### src/inc/pnc_pkg.sv
// constants for the partner next page and phy control register bank
package pnc_pkg;

    // register port widths
    localparam int ADDR_W = 5;
    localparam int DATA_W = 16;

    // register offsets
    localparam logic [ADDR_W-1:0] OFS_PARTNER_NP = 5'h08;
    localparam logic [ADDR_W-1:0] OFS_PHY_CTRL   = 5'h10;

    // partner next page code word fields
    localparam int NP_MORE_PAGES_BIT = 15;
    localparam int NP_ACK_BIT        = 14;
    localparam int NP_MESSAGE_BIT    = 13;
    localparam int NP_ACK_TWO_BIT    = 12;
    localparam int NP_TOGGLE_BIT     = 11;
    localparam int NP_PAYLOAD_MSB    = 10;
    localparam int NP_PAYLOAD_LSB    = 0;
    localparam logic [DATA_W-1:0] NP_RESET = 16'h0000;

    // phy specific control fields
    localparam int CTL_RSVD15_BIT      = 15;
    localparam int CTL_ENERGY_BIT      = 14;
    localparam int CTL_LP_CHECK_BIT    = 13;
    localparam int CTL_NP_ROUTE_BIT    = 12;
    localparam int CTL_LP_GEN_BIT      = 11;
    localparam int CTL_RSVD10_BIT      = 10;
    localparam int CTL_SCRAMBLER_BIT   = 9;
    localparam int CTL_FAR_FAULT_BIT   = 8;
    localparam int CTL_LONG_CABLE_BIT  = 7;
    localparam int CTL_SD_POLARITY_BIT = 6;
    localparam int CTL_XOVER_MSB       = 5;
    localparam int CTL_XOVER_LSB       = 4;
    localparam int CTL_RSVD3_BIT       = 3;
    localparam int CTL_HEARTBEAT_BIT   = 2;
    localparam int CTL_AUTO_POL_BIT    = 1;
    localparam int CTL_JABBER_BIT      = 0;

    // hardware reset value with strap-dependent fields at zero
    localparam logic [DATA_W-1:0] CTL_HW_RESET = 16'h0100;
    // bits kept by a software reset (15, 14, 9, 8, 6, 5:4, 3, 2)
    localparam logic [DATA_W-1:0] CTL_SW_KEEP  = 16'hc37c;
    // value of the fields that a software reset returns
    localparam logic [DATA_W-1:0] CTL_SW_RESET = 16'h0000;

    // crossover field codes
    localparam logic [1:0] XOVER_STRAIGHT = 2'h0;
    localparam logic [1:0] XOVER_SWAPPED  = 2'h1;
    localparam logic [1:0] XOVER_AUTO     = 2'h3;

    // read answer for unmapped addresses
    localparam logic [DATA_W-1:0] RD_UNMAPPED = 16'h0000;

endpackage

### src/rtl/pnc_page_store.sv
// partner next page code word store
`timescale 1ns/100ps

module pnc_page_store
    import pnc_pkg::*;
(
    input  wire logic              mclk,          // system clock
    input  wire logic              resetn,        // synchronous reset, active low
    input  wire logic              sw_reset,      // software reset pulse
    input  wire logic              route_np,      // next page routing enabled
    input  wire logic              page_valid,    // received next page strobe
    input  wire logic [DATA_W-1:0] page_code,     // received code word
    output logic      [DATA_W-1:0] code_r         // stored code word
);

    // store or clear the code word
    always_ff @(posedge mclk) begin
        if (!resetn || sw_reset) begin
            code_r <= NP_RESET;                  // both resets give all zeros
        end else if (!route_np) begin
            code_r <= NP_RESET;
        end else if (page_valid) begin
            code_r <= page_code;                 // bit for bit copy
        end
    end

endmodule // pnc_page_store

### src/rtl/pnc_regs.sv
// partner next page and phy specific control register bank
//
// Summary of operation
// routing on: next pages go to partner register
// routing off: next pages overwrite base page
// routing off: partner register reads all zeros
// code word bits map one to one
// acknowledge shows partner next page capability
// bit 14 enables energy sense and pulse
// bit 13 disables receive link pulse check
// bit 11 stops link pulse generation
// link pulse disables ignored under auto-negotiation
// scrambler off at reset for fiber, forced 10
// far fault off resets one, copper suppresses
// bit 7 lowers 10 megabit receive threshold
// bit 6 sets signal detect polarity
// crossover 00 straight, 01 swapped, 1x auto
// crossover resets from strap: 00 or 11
// written crossover applies after software reset
// bit 2 heartbeat test, off in full duplex
// bit 1 clear enables 10 megabit auto polarity
// bit 0 disables jabber; none in full/100
// software reset keeps, updates or clears fields
//
// The plain strobed port was decided locally.
`timescale 1ns/100ps

module pnc_regs
    import pnc_pkg::*;
(
    input  wire logic                      mclk,                       // system clock, 200 MHz
    input  wire logic                      resetn,                     // synchronous hardware reset, active low
    input  wire logic [pnc_pkg::ADDR_W-1:0] reg_addr,                  // register address
    input  wire logic [pnc_pkg::DATA_W-1:0] reg_wdata,                 // register write data
    input  wire logic                      reg_wr,                     // write strobe
    input  wire logic                      reg_rd,                     // read strobe
    output logic      [pnc_pkg::DATA_W-1:0] reg_rdata_r,               // read data, cycle after strobe
    input  wire logic                      sw_reset,                   // software reset pulse
    input  wire logic                      crossover_strap,            // crossover strap level
    input  wire logic                      fiber_strap,                // fiber 100 mode selected
    input  wire logic                      forced10_strap,             // forced 10 megabit mode selected
    input  wire logic                      page_rx_valid,              // next page received strobe
    input  wire logic [pnc_pkg::DATA_W-1:0] page_rx_code,              // received next page code word
    input  wire logic                      aneg_enable,                // local auto-negotiation enabled
    input  wire logic                      full_duplex,                // operating full duplex
    input  wire logic                      speed_100,                  // operating at 100 megabit
    input  wire logic                      fiber_mode,                 // fiber mode, low means copper
    input  wire logic                      fiber_signal_detect,        // raw fiber signal detect input
    output logic                           base_page_load_r,           // base page write pulse
    output logic      [pnc_pkg::DATA_W-1:0] base_page_code_r,          // code word for base page
    output logic                           next_page_routing_r,        // routing enable to negotiation
    output logic                           energy_sense_enable_r,      // energy detect sense and pulse
    output logic                           link_pulse_check_off_r,     // receive link pulse check off
    output logic                           link_pulse_gen_off_r,       // link pulse generation off
    output logic                           scrambler_off_r,            // scrambler bypass
    output logic                           far_fault_enable_r,         // far end fault indication active
    output logic                           long_cable_threshold_r,     // lowered receive threshold
    output logic                           signal_detect_r,            // conditioned signal detect, high true
    output logic                           crossover_swap_r,           // manual swapped pairs
    output logic                           crossover_auto_r,           // automatic crossover active
    output logic                           heartbeat_test_active_r,    // heartbeat test running
    output logic                           auto_polarity_enable_r,     // automatic polarity correction on
    output logic                           force_normal_polarity_r,    // 10 megabit polarity forced normal
    output logic                           jabber_guard_active_r       // jabber function active
);

    import pnc_pkg::*;

    // keep-mask merge used for software reset shaping; hardware reset ORs strap fields into CTL_HW_RESET
    function automatic logic [DATA_W-1:0] merge_keep(
        input logic [DATA_W-1:0] old_val,
        input logic [DATA_W-1:0] new_val,
        input logic [DATA_W-1:0] keep
    );
        merge_keep = (old_val & keep) | (new_val & ~keep);
    endfunction

    // a disable bit only bites when its own blocking condition is absent
    function automatic logic gated_bit(
        input logic bit_val,
        input logic block
    );
        gated_bit = bit_val & ~block;
    endfunction

    // control register contents as software sees them
    logic [DATA_W-1:0] ctrl_r;
    logic [DATA_W-1:0] ctrl_nxt;
    // crossover setting actually in force
    logic [1:0]        xover_live_r;
    logic [1:0]        xover_live_nxt;
    // stored partner next page word
    logic [DATA_W-1:0] partner_np;

    // address decode
    wire hit_np   = (reg_addr == OFS_PARTNER_NP);   // partner next page selected
    wire hit_ctrl = (reg_addr == OFS_PHY_CTRL);     // control register selected
    wire wr_ctrl  = reg_wr & hit_ctrl;              // write lands on control register

    // strap-derived hardware reset value
    wire [1:0]        xover_strap_val = crossover_strap ? XOVER_AUTO : XOVER_STRAIGHT;
    wire              scram_strap_val = fiber_strap | forced10_strap;
    wire [DATA_W-1:0] ctrl_hw_val     = CTL_HW_RESET
                                      | ({{(DATA_W-2){1'b0}}, xover_strap_val} << CTL_XOVER_LSB)
                                      | ({{(DATA_W-1){1'b0}}, scram_strap_val} << CTL_SCRAMBLER_BIT);

    // software reset: retained and updated fields kept, the rest cleared
    wire [DATA_W-1:0] ctrl_sw_val = merge_keep(ctrl_r, CTL_SW_RESET, CTL_SW_KEEP);

    // read multiplexer; write-only or unmapped addresses answer zero
    wire [DATA_W-1:0] rd_mux = hit_np   ? partner_np :
                               hit_ctrl ? ctrl_r     :
                                          RD_UNMAPPED;

    // control fields split out by name
    wire route_bit      = ctrl_r[CTL_NP_ROUTE_BIT];
    wire energy_bit     = ctrl_r[CTL_ENERGY_BIT];
    wire lp_check_bit   = ctrl_r[CTL_LP_CHECK_BIT];
    wire lp_gen_bit     = ctrl_r[CTL_LP_GEN_BIT];
    wire scram_bit      = ctrl_r[CTL_SCRAMBLER_BIT];
    wire far_fault_bit  = ctrl_r[CTL_FAR_FAULT_BIT];
    wire long_cable_bit = ctrl_r[CTL_LONG_CABLE_BIT];
    wire sd_pol_bit     = ctrl_r[CTL_SD_POLARITY_BIT];
    wire heartbeat_bit  = ctrl_r[CTL_HEARTBEAT_BIT];
    wire auto_pol_bit   = ctrl_r[CTL_AUTO_POL_BIT];
    wire jabber_bit     = ctrl_r[CTL_JABBER_BIT];

    // control register next value
    always_comb begin
        ctrl_nxt = ctrl_r;
        if (sw_reset) begin
            // software reset wins over a write in the same cycle
            ctrl_nxt = ctrl_sw_val;
        end else if (wr_ctrl) begin
            // every bit is read/write, reserved ones included
            ctrl_nxt = reg_wdata;
        end
    end

    // crossover in force only moves on a reset, so a write alone
    // never disturbs a link that is already up
    always_comb begin
        xover_live_nxt = xover_live_r;
        if (sw_reset) begin
            xover_live_nxt = ctrl_r[CTL_XOVER_MSB:CTL_XOVER_LSB];
        end
    end

    // control register and live crossover state
    always_ff @(posedge mclk) begin
        if (!resetn) begin
            ctrl_r       <= ctrl_hw_val;         // straps caught while reset is held
            xover_live_r <= xover_strap_val;
        end else begin
            ctrl_r       <= ctrl_nxt;
            xover_live_r <= xover_live_nxt;
        end
    end

    // partner next page store
    pnc_page_store u_page_store (
        .mclk       (mclk),
        .resetn     (resetn),
        .sw_reset   (sw_reset),
        .route_np   (route_bit),
        .page_valid (page_rx_valid),
        .page_code  (page_rx_code),
        .code_r     (partner_np)
    );

    // base page path: with routing off every next page overwrites it
    always_ff @(posedge mclk) begin
        if (!resetn) begin
            base_page_load_r <= 1'b0;
            base_page_code_r <= NP_RESET;
        end else begin
            base_page_load_r <= page_rx_valid & ~route_bit;
            if (page_rx_valid & ~route_bit) begin
                base_page_code_r <= page_rx_code;
            end
        end
    end

    // read data register; holds only in the cycle after the strobe
    always_ff @(posedge mclk) begin
        if (!resetn) begin
            reg_rdata_r <= RD_UNMAPPED;
        end else if (reg_rd) begin
            reg_rdata_r <= rd_mux;
        end else begin
            reg_rdata_r <= RD_UNMAPPED;
        end
    end

    // effective controls for the datapath
    wire lp_check_eff   = gated_bit(lp_check_bit, aneg_enable);
    wire lp_gen_eff     = gated_bit(lp_gen_bit, aneg_enable);
    wire far_fault_eff  = gated_bit(~far_fault_bit, ~fiber_mode);
    wire heartbeat_eff  = gated_bit(heartbeat_bit, full_duplex);
    wire force_pol_eff  = gated_bit(auto_pol_bit, speed_100);
    wire jabber_eff     = gated_bit(~jabber_bit, full_duplex | speed_100);
    wire sd_conditioned = fiber_signal_detect ^ sd_pol_bit;

    // control outputs, all registered; one cycle of lag is harmless
    // for these slow configuration levels
    always_ff @(posedge mclk) begin
        if (!resetn) begin
            next_page_routing_r     <= 1'b0;
            energy_sense_enable_r   <= 1'b0;
            link_pulse_check_off_r  <= 1'b0;
            link_pulse_gen_off_r    <= 1'b0;
            scrambler_off_r         <= 1'b0;
            far_fault_enable_r      <= 1'b0;
            long_cable_threshold_r  <= 1'b0;
            signal_detect_r         <= 1'b0;
            crossover_swap_r        <= 1'b0;
            crossover_auto_r        <= 1'b0;
            heartbeat_test_active_r <= 1'b0;
            auto_polarity_enable_r  <= 1'b0;
            force_normal_polarity_r <= 1'b0;
            jabber_guard_active_r   <= 1'b0;
        end else begin
            next_page_routing_r     <= route_bit;
            energy_sense_enable_r   <= energy_bit;                              // sense and pulse together
            link_pulse_check_off_r  <= lp_check_eff;
            link_pulse_gen_off_r    <= lp_gen_eff;
            scrambler_off_r         <= scram_bit;
            far_fault_enable_r      <= far_fault_eff;
            long_cable_threshold_r  <= long_cable_bit;
            signal_detect_r         <= sd_conditioned;
            crossover_swap_r        <= (xover_live_r == XOVER_SWAPPED);
            crossover_auto_r        <= xover_live_r[1];                         // 1x means automatic
            heartbeat_test_active_r <= heartbeat_eff;
            auto_polarity_enable_r  <= ~auto_pol_bit;
            force_normal_polarity_r <= force_pol_eff;
            jabber_guard_active_r   <= jabber_eff;
        end
    end

endmodule // pnc_regs

### config.mk
export PLATFORM = sky130hd
export DESIGN_NAME = pnc_regs
export DESIGN_NICKNAME = d
export VERILOG_FILES = /design/src/inc/pnc_pkg.sv /design/src/rtl/pnc_page_store.sv /design/src/rtl/pnc_regs.sv
export SDC_FILE = /design/constraint.sdc
export NUM_CORES = 1
export LEC_CHECK = 0
export BUFFER_PORTS_ARGS = -buffer_cell sky130_fd_sc_hd__buf_2
export CELL_PAD_IN_SITES_DETAIL_PLACEMENT = 1
export CELL_PAD_IN_SITES_GLOBAL_PLACEMENT = 2
export CORE_MARGIN = 10
export CORE_UTILIZATION = 34
export DETAILED_ROUTE_END_ITERATION = 10
export MAX_ROUTING_LAYER = met4
export PLACE_DENSITY = 0.85
export SLEW_MARGIN = 30
export SYNTH_ARGS = -nofsm -noshare
export SYNTH_HDL_FRONTEND = slang
export SYNTH_SLANG_ARGS = --single-unit
### constraint.sdc
create_clock -name mclk -period 3.1 [get_ports mclk]
set_input_delay 0.31 -clock mclk [delete_from_list [all_inputs] [get_ports mclk]]
set_output_delay 0.31 -clock mclk [all_outputs]
set_load 0.02 [all_outputs]
==> qor.yml <==
drt_first_iter_violations: 111
vias: 2320
synth_compound_area_frac: 0.103
wirelength_um: 8450
cts_resized: 0
multiInputGateArea_um2: 1180
drtPass1Iterations: 4
cts_hold_buffers: 0
die_h_um: 117
gp_congestion: 0.759
slowest_delay_ps: 700
crit_type: "flop to flop"
fin_nets: 423
hold_path.class: "primary input to flop"
status: "finished, final reports clean"
setup_tns_ps: 0
synthMuxAreaShare: 0.0503
regArea_um2: 1800
final_cell_mix: "97 x buf_2, 63 x dfxtp_1, 34 x nand3b_1, 21 x nor2_1, 19 x inv_1"
die_x_um: 117
cts_buffers: 9
grt_max_degree: 34
p_leak_nw: 1.63
slew_headroom: 0.414
ant_nets: 0
rsz0062_at_grt: "no"
grt_use_total: 0.127
grt_pass1_vias: 2514
post-route-cell-area_um2: 3930
ir_drop_v: 0.000224
path_cells: "nand3b_1, nor2_1"
die_area_um2: 13600
hold_viol: 0
arrival_ps: 1830
root_buffer: "clkbuf_8"
final_common_cell: "buf_2"
num_io_pins: 98
cts_tree: "yes"
cp_slowest_cell: "edfxtp_1"
std_cell_rows: 35
synth_seq_area_share: 0.566
endpoint_kind: "flop"
yosys_warnings: 0
io_buffers: 97
num_antenna_cells: 0
stdcell_count: 488
drive_gt1_frac: 0.329
ys.flop_type: "dfxtp_1"
period_minus_slack_ps: 1570
fin_util: 0.427
core_area_um2: 9200
ys_ff_latch: 81
num-fill-cells: 1050
avgRoutedWirePerCell_um: 17.3
start_util: 0.346
finalSetupViolations: 0
gr-total-overflow: 0
post_dp_cell_area_um2: 3700
drv_cap: 0
post-dp-hpwl_um: 6420
maxSlewViolCount: 0
syn-num-nets: 337
async_flop_share: 0
syn-instance-count: 286
cts_max_path_buffers: 2
grt_pass1_wl_um: 13100
tightestPinTransition_ps: 878
grt_antenna_before_repair: 0
drc: 0
worst-path-max-fanout: 20
ys_types: 27
clk_latency_ps: 340
synth_xor_area_frac: 0.00275
worst_path_dominant_cell_family: "simple AND/OR/NAND/NOR gates"
fmax_mhz: 636
layout_setup_ws_ps: 1530
path_buf_inv: 0
pre_cts_slack_ps: 1230
power_density_nw_per_um2: 572
synth_top_family_by_area: "simple AND/OR/NAND/NOR gates"
dp_cells: 472
finClkSkew_ps: 5.97
worst_setup_path_start_kind: "flop"
cp.required_ps: 3360
post_cts_buffers: 0
htree_levels: 3
viasPerCell: 4.75
synthAdderAreaFrac: 0
syn_area_um2: 3180
path_clk_slew_ps: 80
period_share: 0.507
area_delta_synth_final_pct: 23.5
clock_sink_count: 81
avgSynthCellArea_um2: 11.1
synth_edf_count: 18
synth-simple-area-share: 0.216
==> area by class of cell <==
type / instances / share of cell area
multi-input combinational: 161 / 0.301
tap: 111 / 0.0353
inverter: 19 / 0.0181
timing repair buffer: 100 / 0.129
clock buffer: 11 / 0.0388
clock inverter: 5 / 0.0194
sequential: 81 / 0.458
==> registers in the layout (all words and copies together) (netlist names), 2 cells and up <==
| signal | flops |
|---|---|
| ctrl_r | 16 |
| base_page_code_r | 16 |
| reg_rdata_r | 16 |
| xover_live_r | 2 |
| u_page_store.code_r | 16 |
==> power breakdown <==
group | leakage (nW) | internal [mW] | switching [mW]
clock network | 0.112 | 0.499 | 0.370
registers | 0.696 | 1.13 | 0.0266
logic | 0.821 | 0.0904 | 0.135
total | 1.63 | 1.72 | 0.532
==> kinds of logic (layout without fill, tap and decap cells) <==
group,after synthesis,after routing
mux,16,16
flops,81,81
simple gates,106,106
buf+inv,44,135
compound gates,38,38
xor+xnor,1,1
==> worst reg2reg max path, stage by stage, from the launching register on <==
cell	delay, ps
edfxtp_1	700
nand3b_1	560
nor2_1	250
==> cell usage after synthesis, drive strengths merged, types with 2 or more instances <==
cell type	count	area, um^2
dfxtp	63	1260
nand3b	34	255
nor2	21	78.8
inv	19	71.3
and2	18	113
edfxtp	18	541
o31ai	17	128
a211oi	16	165
mux2i	16	160
nand4b	16	140
clkbuf	14	52.6
buf	11	76.3
nand2	7	26.3
nor3b	4	30.0
a21o	2	15.0
nor2b	2	12.5
o21ai	2	10.0
==> path summary, 6_finish.rpt <==
check	start	end	slack (ps)	depth (start not counted)
setup / recovery	ctrl_r[12]	u_page_store.code_r[13]	1530	2
hold / removal	speed_100	force_normal_polarity_r	130	2
setup reg to reg	ctrl_r[12]	u_page_store.code_r[13]	1530	2
hold reg to reg	xover_live_r[1]	crossover_swap_r	430	1
==> metal layers <==
metal / wire length, um / GRT usage
met1: 4000 / 0.161
met2: 3890 / 0.197
met3: 469 / 0.0265
met4: 86 / 0.0420
met5: 0 / -
==> stage by stage <==
stage,hold slack (ps),power (mW)
floorplan,382,1.32
global placement,417,1.40
global route,124,2.35
finish,134,2.25
CTS,116,2.28
detailed placement,423,1.41
No activity file was read; power rests on OpenSTA's default activity.
